File: config.mk
export PLATFORM = sky130hd
export DESIGN_NAME = supervisor_watchdog_reset
export DESIGN_NICKNAME = d
export VERILOG_FILES = /design/src/logic/supervisor_pkg.sv /design/src/logic/sync_edge_if.sv /design/src/logic/pin_sync_edge.sv /design/src/logic/supervisor_watchdog_reset.sv
export SDC_FILE = /design/constraint.sdc
export NUM_CORES = 1
export LEC_CHECK = 0
export BUFFER_PORTS_ARGS = -buffer_cell sky130_fd_sc_hd__buf_4
export CAP_MARGIN = 20
export CORE_MARGIN = 2
export CORE_UTILIZATION = 50
export CTS_BUF_LIST = sky130_fd_sc_hd__clkbuf_4 sky130_fd_sc_hd__clkbuf_8
export CTS_CLUSTER_DIAMETER = 200
export DETAILED_ROUTE_END_ITERATION = 8
export MAX_ROUTING_LAYER = met4
export PLACE_DENSITY = 0.71
export SYNTH_ARGS = -nofsm -noshare
export SYNTH_HDL_FRONTEND = slang
export SYNTH_SLANG_ARGS = --single-unit
File: constraint.sdc
create_clock -name MCLK -period 3.6 [get_ports MCLK]
set_input_delay 0.9 -clock MCLK [delete_from_list [all_inputs] [get_ports MCLK]]
set_output_delay 0.9 -clock MCLK [all_outputs]
set_load 0.005 [all_outputs]
File: src/logic/supervisor_pkg.sv
// constants, state codes and timing counts for the supervisor with watchdog
// Overview of operation
// - reset asserts while level below trip
// - hold reset one hold period after recovery
// - watchdog expiry gives one hold-period reset
// - watchdog counter cleared while reset asserted
// - watchdog counter restarts from zero on release
// - expiry, pulse, restart repeat without kick
// - any kick edge clears counter, 30ns pulses
// - any mode-select edge clears counter
// - extended mode period is base times 500
// - extended mode weakly self-kicks near 94 percent
// - active-high reset is exact inverse
package supervisor_pkg;
    // clock and timing figures
    localparam int CLK_PERIOD_NS = 10;
    localparam int KICK_MIN_PULSE_NS = 30;
    localparam int KICK_MIN_PULSE_CYC = (KICK_MIN_PULSE_NS + CLK_PERIOD_NS - 1) / CLK_PERIOD_NS;
    localparam int RESET_HOLD_CYC_DEFAULT = 1000;
    localparam int WD_BASE_CYC_DEFAULT = 2000;
    localparam int EXT_FACTOR = 500;
    localparam int SELF_KICK_PCT = 94;
    localparam int CNT_W = 32;
    // reset values
    localparam logic RESET_N_RST = 1'h0;
    localparam logic [CNT_W-1:0] CNT_RST = 32'h0;

    // supervisor states, one-hot
    typedef enum logic [2:0] {
        ST_RUN = 3'h1,
        ST_LOW = 3'h2,
        ST_HOLD = 3'h4
    } sup_state_type;
endpackage : supervisor_pkg

File: src/logic/sync_edge_if.sv
// synchronised level and edge pulse of one pin
`timescale 1ns/1ps
interface sync_edge_if;
    logic level;
    logic edge_pulse;
    modport source (output level, output edge_pulse);
    modport sink (input level, input edge_pulse);
endinterface : sync_edge_if

File: src/logic/pin_sync_edge.sv
// two-flop synchroniser with either-edge detection
`timescale 1ns/1ps
module pin_sync_edge (
    input wire logic clk,
    input wire logic rst_n,
    input wire logic pin,
    sync_edge_if.source sync
);
    logic meta_reg, meta_next;
    logic level_reg, level_next;
    logic prev_reg, prev_next;

    // next values: first flop only feeds the second
    always_comb begin
        meta_next = pin;
        level_next = meta_reg;
        prev_next = level_reg;
    end

    // register stages
    always_ff @(posedge clk or negedge rst_n) begin
        if (!rst_n) begin
            meta_reg <= 1'h0;
            level_reg <= 1'h0;
            prev_reg <= 1'h0;
        end else begin
            meta_reg <= meta_next;
            level_reg <= level_next;
            prev_reg <= prev_next;
        end
    end

    // edge in either direction, one cycle
    assign sync.level = level_reg;
    assign sync.edge_pulse = level_reg ^ prev_reg;
endmodule : pin_sync_edge

File: src/logic/supervisor_watchdog_reset.sv
// supervisor: trip-level reset, reset hold timer and watchdog
`timescale 1ns/1ps
module supervisor_watchdog_reset #(
    parameter int RESET_HOLD_CYCLES = supervisor_pkg::RESET_HOLD_CYC_DEFAULT,
    parameter int WD_BASE_CYCLES = supervisor_pkg::WD_BASE_CYC_DEFAULT
) (
    input wire logic MCLK,
    input wire logic NRST,
    input wire logic BELOW_TRIP,
    input wire logic WATCHDOG_KICK_IN,
    input wire logic WATCHDOG_MODE_SELECT,
    output logic WATCHDOG_KICK_OUT,
    output logic WATCHDOG_KICK_OE,
    output logic RESET_OUT_N,
    output logic RESET_OUT
);
    localparam int W = supervisor_pkg::CNT_W;
    localparam int EXT_CYCLES = WD_BASE_CYCLES * supervisor_pkg::EXT_FACTOR;
    localparam int SELF_KICK_CYCLES = EXT_CYCLES / 100 * supervisor_pkg::SELF_KICK_PCT;
    localparam logic [W-1:0] HOLD_LAST = W'(RESET_HOLD_CYCLES - 1);
    localparam logic [W-1:0] BASE_LAST = W'(WD_BASE_CYCLES - 1);
    localparam logic [W-1:0] EXT_LAST = W'(EXT_CYCLES - 1);
    localparam logic [W-1:0] SELF_KICK_AT = W'(SELF_KICK_CYCLES);

    sync_edge_if below_s ();
    sync_edge_if kick_s ();
    sync_edge_if mode_s ();

    // pins pass two flops before any logic reads them
    pin_sync_edge u_below_sync (
        .clk(MCLK),
        .rst_n(NRST),
        .pin(BELOW_TRIP),
        .sync(below_s)
    );
    pin_sync_edge u_kick_sync (
        .clk(MCLK),
        .rst_n(NRST),
        .pin(WATCHDOG_KICK_IN),
        .sync(kick_s)
    );
    pin_sync_edge u_mode_sync (
        .clk(MCLK),
        .rst_n(NRST),
        .pin(WATCHDOG_MODE_SELECT),
        .sync(mode_s)
    );

    supervisor_pkg::sup_state_type state_reg, state_next;
    logic [W-1:0] hold_cnt_reg, hold_cnt_next;
    logic [W-1:0] wd_cnt_reg, wd_cnt_next;
    logic rst_n_reg, rst_n_next;
    logic rst_reg, rst_next;
    logic kick_oe_reg, kick_oe_next;
    logic kick_out_reg, kick_out_next;
    logic [W-1:0] wd_last;
    logic wd_clear;

    // period select and watchdog clear sources
    assign wd_last = mode_s.level ? EXT_LAST : BASE_LAST;
    assign wd_clear = kick_s.edge_pulse | mode_s.edge_pulse;

    // state, counters and output next values
    always_comb begin
        state_next = state_reg;
        hold_cnt_next = hold_cnt_reg;
        wd_cnt_next = wd_cnt_reg;
        if (below_s.level) begin
            state_next = supervisor_pkg::ST_LOW;
            hold_cnt_next = supervisor_pkg::CNT_RST;
            wd_cnt_next = supervisor_pkg::CNT_RST;
        end else begin
            unique case (state_reg)
                supervisor_pkg::ST_LOW: begin
                    state_next = supervisor_pkg::ST_HOLD;
                    hold_cnt_next = supervisor_pkg::CNT_RST;
                    wd_cnt_next = supervisor_pkg::CNT_RST;
                end
                supervisor_pkg::ST_HOLD: begin
                    wd_cnt_next = supervisor_pkg::CNT_RST;
                    if (hold_cnt_reg >= HOLD_LAST) begin
                        state_next = supervisor_pkg::ST_RUN;
                    end else begin
                        hold_cnt_next = hold_cnt_reg + 1'h1;
                    end
                end
                supervisor_pkg::ST_RUN: begin
                    if (wd_clear) begin
                        wd_cnt_next = supervisor_pkg::CNT_RST;
                    end else if (wd_cnt_reg >= wd_last) begin
                        state_next = supervisor_pkg::ST_HOLD;
                        hold_cnt_next = supervisor_pkg::CNT_RST;
                        wd_cnt_next = supervisor_pkg::CNT_RST;
                    end else begin
                        wd_cnt_next = wd_cnt_reg + 1'h1;
                    end
                end
                default: begin
                    state_next = supervisor_pkg::ST_HOLD;
                    hold_cnt_next = supervisor_pkg::CNT_RST;
                    wd_cnt_next = supervisor_pkg::CNT_RST;
                end
            endcase
        end
        rst_n_next = (state_next == supervisor_pkg::ST_RUN);
        rst_next = ~rst_n_next;
        // weak self-kick only in extended mode while the watchdog runs
        kick_oe_next = mode_s.level && (state_next == supervisor_pkg::ST_RUN);
        kick_out_next = kick_oe_next && (wd_cnt_next >= SELF_KICK_AT);
    end

    // register all state and outputs
    always_ff @(posedge MCLK or negedge NRST) begin
        if (!NRST) begin
            state_reg <= supervisor_pkg::ST_HOLD;
            hold_cnt_reg <= supervisor_pkg::CNT_RST;
            wd_cnt_reg <= supervisor_pkg::CNT_RST;
            rst_n_reg <= supervisor_pkg::RESET_N_RST;
            rst_reg <= ~supervisor_pkg::RESET_N_RST;
            kick_oe_reg <= 1'h0;
            kick_out_reg <= 1'h0;
        end else begin
            state_reg <= state_next;
            hold_cnt_reg <= hold_cnt_next;
            wd_cnt_reg <= wd_cnt_next;
            rst_n_reg <= rst_n_next;
            rst_reg <= rst_next;
            kick_oe_reg <= kick_oe_next;
            kick_out_reg <= kick_out_next;
        end
    end

    // outputs straight from flops
    assign RESET_OUT_N = rst_n_reg;
    assign RESET_OUT = rst_reg;
    assign WATCHDOG_KICK_OE = kick_oe_reg;
    assign WATCHDOG_KICK_OUT = kick_out_reg;

    // checks on the design's own behaviour
    property p_below_asserts;
        @(posedge MCLK) disable iff (!NRST)
        below_s.level |=> !RESET_OUT_N && state_reg == supervisor_pkg::ST_LOW;
    endproperty
    a_below_asserts: assert property (p_below_asserts)
        else $error("reset not asserted while below trip");

    property p_recover_starts_hold;
        @(posedge MCLK) disable iff (!NRST)
        (state_reg == supervisor_pkg::ST_LOW && !below_s.level)
            |=> state_reg == supervisor_pkg::ST_HOLD && hold_cnt_reg == '0 && !RESET_OUT_N;
    endproperty
    a_recover_starts_hold: assert property (p_recover_starts_hold)
        else $error("hold period did not start from zero on recovery");

    property p_hold_release;
        @(posedge MCLK) disable iff (!NRST)
        (state_reg == supervisor_pkg::ST_HOLD && hold_cnt_reg == HOLD_LAST && !below_s.level)
            |=> RESET_OUT_N && !RESET_OUT;
    endproperty
    a_hold_release: assert property (p_hold_release)
        else $error("reset not released at end of hold period");

    property p_hold_not_early;
        @(posedge MCLK) disable iff (!NRST)
        (state_reg == supervisor_pkg::ST_HOLD && hold_cnt_reg < HOLD_LAST) |=> !RESET_OUT_N;
    endproperty
    a_hold_not_early: assert property (p_hold_not_early)
        else $error("reset released before hold period ended");

    property p_wd_expiry;
        @(posedge MCLK) disable iff (!NRST)
        (state_reg == supervisor_pkg::ST_RUN && wd_cnt_reg == wd_last && !wd_clear
            && !below_s.level)
            |=> !RESET_OUT_N && state_reg == supervisor_pkg::ST_HOLD && hold_cnt_reg == '0;
    endproperty
    a_wd_expiry: assert property (p_wd_expiry)
        else $error("watchdog expiry did not start a reset pulse");

    property p_cleared_in_reset;
        @(posedge MCLK) disable iff (!NRST)
        !RESET_OUT_N |-> wd_cnt_reg == '0;
    endproperty
    a_cleared_in_reset: assert property (p_cleared_in_reset)
        else $error("watchdog counter not cleared during reset");

    property p_restart;
        @(posedge MCLK) disable iff (!NRST)
        ($rose(RESET_OUT_N) && !wd_clear && !below_s.level) |=> wd_cnt_reg == 32'h1;
    endproperty
    a_restart: assert property (p_restart)
        else $error("watchdog counter did not restart from zero");

    property p_kick_clears;
        @(posedge MCLK) disable iff (!NRST)
        (state_reg == supervisor_pkg::ST_RUN && kick_s.edge_pulse) |=> wd_cnt_reg == '0;
    endproperty
    a_kick_clears: assert property (p_kick_clears)
        else $error("kick edge did not clear watchdog counter");

    property p_mode_clears;
        @(posedge MCLK) disable iff (!NRST)
        (state_reg == supervisor_pkg::ST_RUN && mode_s.edge_pulse) |=> wd_cnt_reg == '0;
    endproperty
    a_mode_clears: assert property (p_mode_clears)
        else $error("mode edge did not clear watchdog counter");

    property p_normal_period;
        @(posedge MCLK) disable iff (!NRST)
        (!mode_s.level && !$past(mode_s.level)) |-> wd_cnt_reg <= BASE_LAST;
    endproperty
    a_normal_period: assert property (p_normal_period)
        else $error("normal mode counter passed base period");

    property p_self_kick_mode;
        @(posedge MCLK) disable iff (!NRST)
        WATCHDOG_KICK_OUT |-> WATCHDOG_KICK_OE && wd_cnt_reg >= SELF_KICK_AT && $past(mode_s.level);
    endproperty
    a_self_kick_mode: assert property (p_self_kick_mode)
        else $error("self-kick driven outside its window");

    property p_inverse;
        @(posedge MCLK) disable iff (!NRST)
        RESET_OUT == !RESET_OUT_N;
    endproperty
    a_inverse: assert property (p_inverse)
        else $error("active-high reset is not inverse of active-low");

    // main scenarios
    c_wd_expiry: cover property (@(posedge MCLK) disable iff (!NRST)
        state_reg == supervisor_pkg::ST_RUN ##1 state_reg == supervisor_pkg::ST_HOLD);
    c_self_kick: cover property (@(posedge MCLK) disable iff (!NRST) $rose(WATCHDOG_KICK_OUT));
    c_brownout: cover property (@(posedge MCLK) disable iff (!NRST)
        state_reg == supervisor_pkg::ST_LOW ##1 state_reg == supervisor_pkg::ST_HOLD);
    c_kick_in_run: cover property (@(posedge MCLK) disable iff (!NRST)
        state_reg == supervisor_pkg::ST_RUN && kick_s.edge_pulse);
endmodule : supervisor_watchdog_reset

==> impl_metrics.py <==
metrics = {
    "placed_design": {
        "gp_congestion": 0.8724,
        "post-place-ws_ns": 0.7025,
        "dp_hpwl_um": 4878,
        "io_buffers": 8,
    },
    "yosys": {
        "synth_area_um2": 3727,
        "yosys.area.top_type": "dfrtp_1",
        "synth-seq-cells": 79,
        "ys_top_cells_by_area": "dfrtp_1, nor2_1, ha_1, xnor2_1, nand3_1",
        "ys_types": 60,
        "yosysSeqAreaShare_pct": 53.11,
        "async_flop_share_pct": 100.0,
        "yosysWarnings": 0,
        "syn_area_per_cell_um2": 10.38,
        "synthFlopType": "dfrtp_1",
        "syn_inst": 359,
        "synth_top_area_share_pct": 51.70,
        "synth_enable_flop_cells": 0,
    },
    "clocking": {
        "h-tree-depth": 3,
        "clk_latency_ns": 0.36,
        "post_cts_buffers": 0,
        "clkTransAtPathRegs_ns": 0.08,
        "numCtsBuffers": 9,
        "cts_tree": "yes",
        "root_buffer": "clkbuf_8",
        "cts.repair.resized": 0,
        "cts_hold_buf": 0,
        "cts_sinks": 79,
        "clk_path_buf_depth": 2,
    },
    "detailed_routing": {
        "dr.pass1.iters": 4,
        "vias": 2707,
        "routed_wirelength_um": 7096,
        "route.detailed.wl_per_inst_um": 14.72,
        "drtIter0Drc": 137,
        "drc": 0,
        "ant_nets": 0,
        "via_per_inst": 5.616,
    },
    "timing": {
        "worst_slew_pin_slew_ns": 0.9502,
        "finalSetupViolCount": 0,
        "fin_crit_sh_pct": 80.63,
        "slew_violations": 0,
        "rsz0062_at_grt": "false",
        "setup_ws_ns": 0.6972,
        "finalClockSkew_ns": 0.009186,
        "max_slew_margin_pct": 36.65,
        "hold_viol_final": 0,
        "max_clock_freq_mhz": 344.5,
        "setup_tns_ns": 0,
        "period_minus_slack_ns": 2.903,
    },
    "worst_setup_path": {
        "reg2reg_depth": 9,
        "rrSetupSlack_ns": 0.70,
        "worst-setup-path-type": "reg2reg",
        "r2r-end": "hold_cnt_reg[5]",
        "worstPathRequired_ns": 3.85,
        "crit_fanout": 8,
        "cp.arrival_ns": 3.15,
        "start_kind": "flop",
        "r2r-start": "u_mode_sync.sync.level",
        "end_kind": "flop",
    },
    "grt": {
        "grt_pass1_wl_um": 12430,
        "grt_pass1_vias": 2644,
        "grt_overflow": 0,
        "grt_usage_pct": 19.51,
        "grt_antenna_before_repair": 0,
        "grt_max_degree": 80,
    },
    "finish": {
        "multiInputGateArea_um2": 1688,
        "antennaDiodeCount": 0,
        "syn_to_final_growth_pct": 10.20,
        "regArea_um2": 1979,
        "fin_nets": 397,
        "layout-drive-gt1-share_pct": 9.922,
        "fill_cells": 622,
    },
    "floorplan": {
        "fp.dieW_um": 90.34,
        "ios": 9,
        "die_y_um": 90.34,
        "fp-row-count": 31,
        "core-area_um2": 7253,
        "die_area_um2": 8161,
        "initial_core_util_pct": 51.39,
    },
    "flow_run": {
        "maxCapViolCount": 0,
    },
    "power_and_ir_drop": {
        "p_leak_nw": 1.792,
        "peakVddDrop_mv": 0.2620,
        "powerDensity_nw_per_um2": 392.4,
    },
    "worst_hold_path": {
        "holdPathEnd": "u_kick_sync.sync.level",
        "whs_path_depth": 0,
        "worstHoldStart": "u_kick_sync.level_next",
        "hp-class": "reg2reg",
    },
    "outcome": {
        "status": "finished, final reports clean",
    },
}
-- synth_stat cells, drive strengths merged (2+ instances only) --
cell and number:
a2111oi 2, a211oi 2, a21oi 12, a31oi 5
a41oi 3, and2 4, and3 11, and4 3
buf 4, clkbuf 6, dfrtp 77, dfstp 2
ha 13, inv 14, nand2 16, nand2b 4
nand3 16, nand4 13, nor2 50, nor2b 7
nor3 11, nor3b 2, nor4 11, o21a 7
o21ai 15, o31ai 3, o41ai 3, or2 3
or3 2, or4 3, xnor2 11, xor2 8
-- how the worst max path moves through the flow --
stage	from	endpoint	slack (ns)	depth (start not counted)
2_1_floorplan	u_mode_sync.sync.level	hold_cnt_reg[5]	1.08	10
6_report	u_mode_sync.sync.level	hold_cnt_reg[5]	0.70	9
3_5_place_dp	u_mode_sync.sync.level	hold_cnt_reg[5]	0.70	9
4_1_cts	u_mode_sync.sync.level	hold_cnt_reg[5]	0.69	9
5_1_grt	u_mode_sync.sync.level	hold_cnt_reg[8]	0.49	9
3_3_place_gp	u_mode_sync.sync.level	hold_cnt_reg[5]	0.85	9
-- cell usage in the layout, fill, tap and decap left out, types with 4 or more instances in the layout --
cell type,count
buf_4,9
a31oi_1,5
nand4_1,12
nand3_1,15
xor2_1,8
nor2_1,50
ha_1,13
nor3_1,10
a21oi_1,12
nand2_1,16
o21a_1,7
nor4_1,11
dfrtp_1,77
xnor2_1,11
nor2b_1,7
and2_1,4
o21ai_1,9
o21ai_0,6
clkbuf_8,11
conb_1,11
and3_1,10
inv_1,13
-- cell families (layout without fill, tap and decap cells) --
family,count (synthesis),count (layout),share of synthesized area (%)
simple gates,160,160,23.36
flops,79,79,53.11
compound gates,62,62,11.72
buf+inv,24,38,2.618
xor+xnor,19,19,4.465
fa+ha+maj,13,13,4.364
other cells,1,11,0.1006
mux,1,1,0.2686
-- worst max-delay path, stage by stage, from the launching register on --
cell	delay, ns
dfrtp_1	0.48
inv_1	0.22
ha_1	0.36
nand4_1	0.10
or2_0	0.21
a311o_1	0.43
nand4b_4	0.17
and2_1	0.33
nand2b_2	0.18
o41ai_1	0.31
-- metal layers --
metal  vias up  global-route usage (%)  wire, um
li1       1321                       -         -
met1      1335                   24.39      3205
met2        43                   31.14      3546
met3         8                   5.927       263
met4         0                   5.256        80
met5         -                       -         0
-- stage by stage --
step           total power, mW  utilization (%)  instance area, um2  cells  hold WS (ns)
2_1_floorplan           0.9463                -                3765    369        0.3312
3_3_place_gp            0.9729            53.92                3911    467        0.3345
3_5_place_dp            0.9749            53.92                3911    467        0.3404
4_1_cts                  1.636            56.63                4108    482        0.3564
5_1_grt                  1.672            56.63                4108    482        0.3551
6_report                 1.612            56.63                4108    482        0.3523
-- power by group --
part / total (mW) / switching (mW) / internal (mW)
logic: 0.0492 / 0.0373 / 0.0119
registers: 0.907 / 0.00670 / 0.900
clock network: 0.656 / 0.305 / 0.351
total: 1.61 / 0.349 / 1.26
-- layout make-up --
class	count	area share, %
Sequential cell	79	48.19
Multi-Input combinational cell	266	41.09
Clock buffer	11	3.686
Tap cell	99	3.016
Timing Repair Buffer	9	1.645
Inverter	14	1.279
Clock inverter	4	1.097
Power figures use the tool's default switching activity.
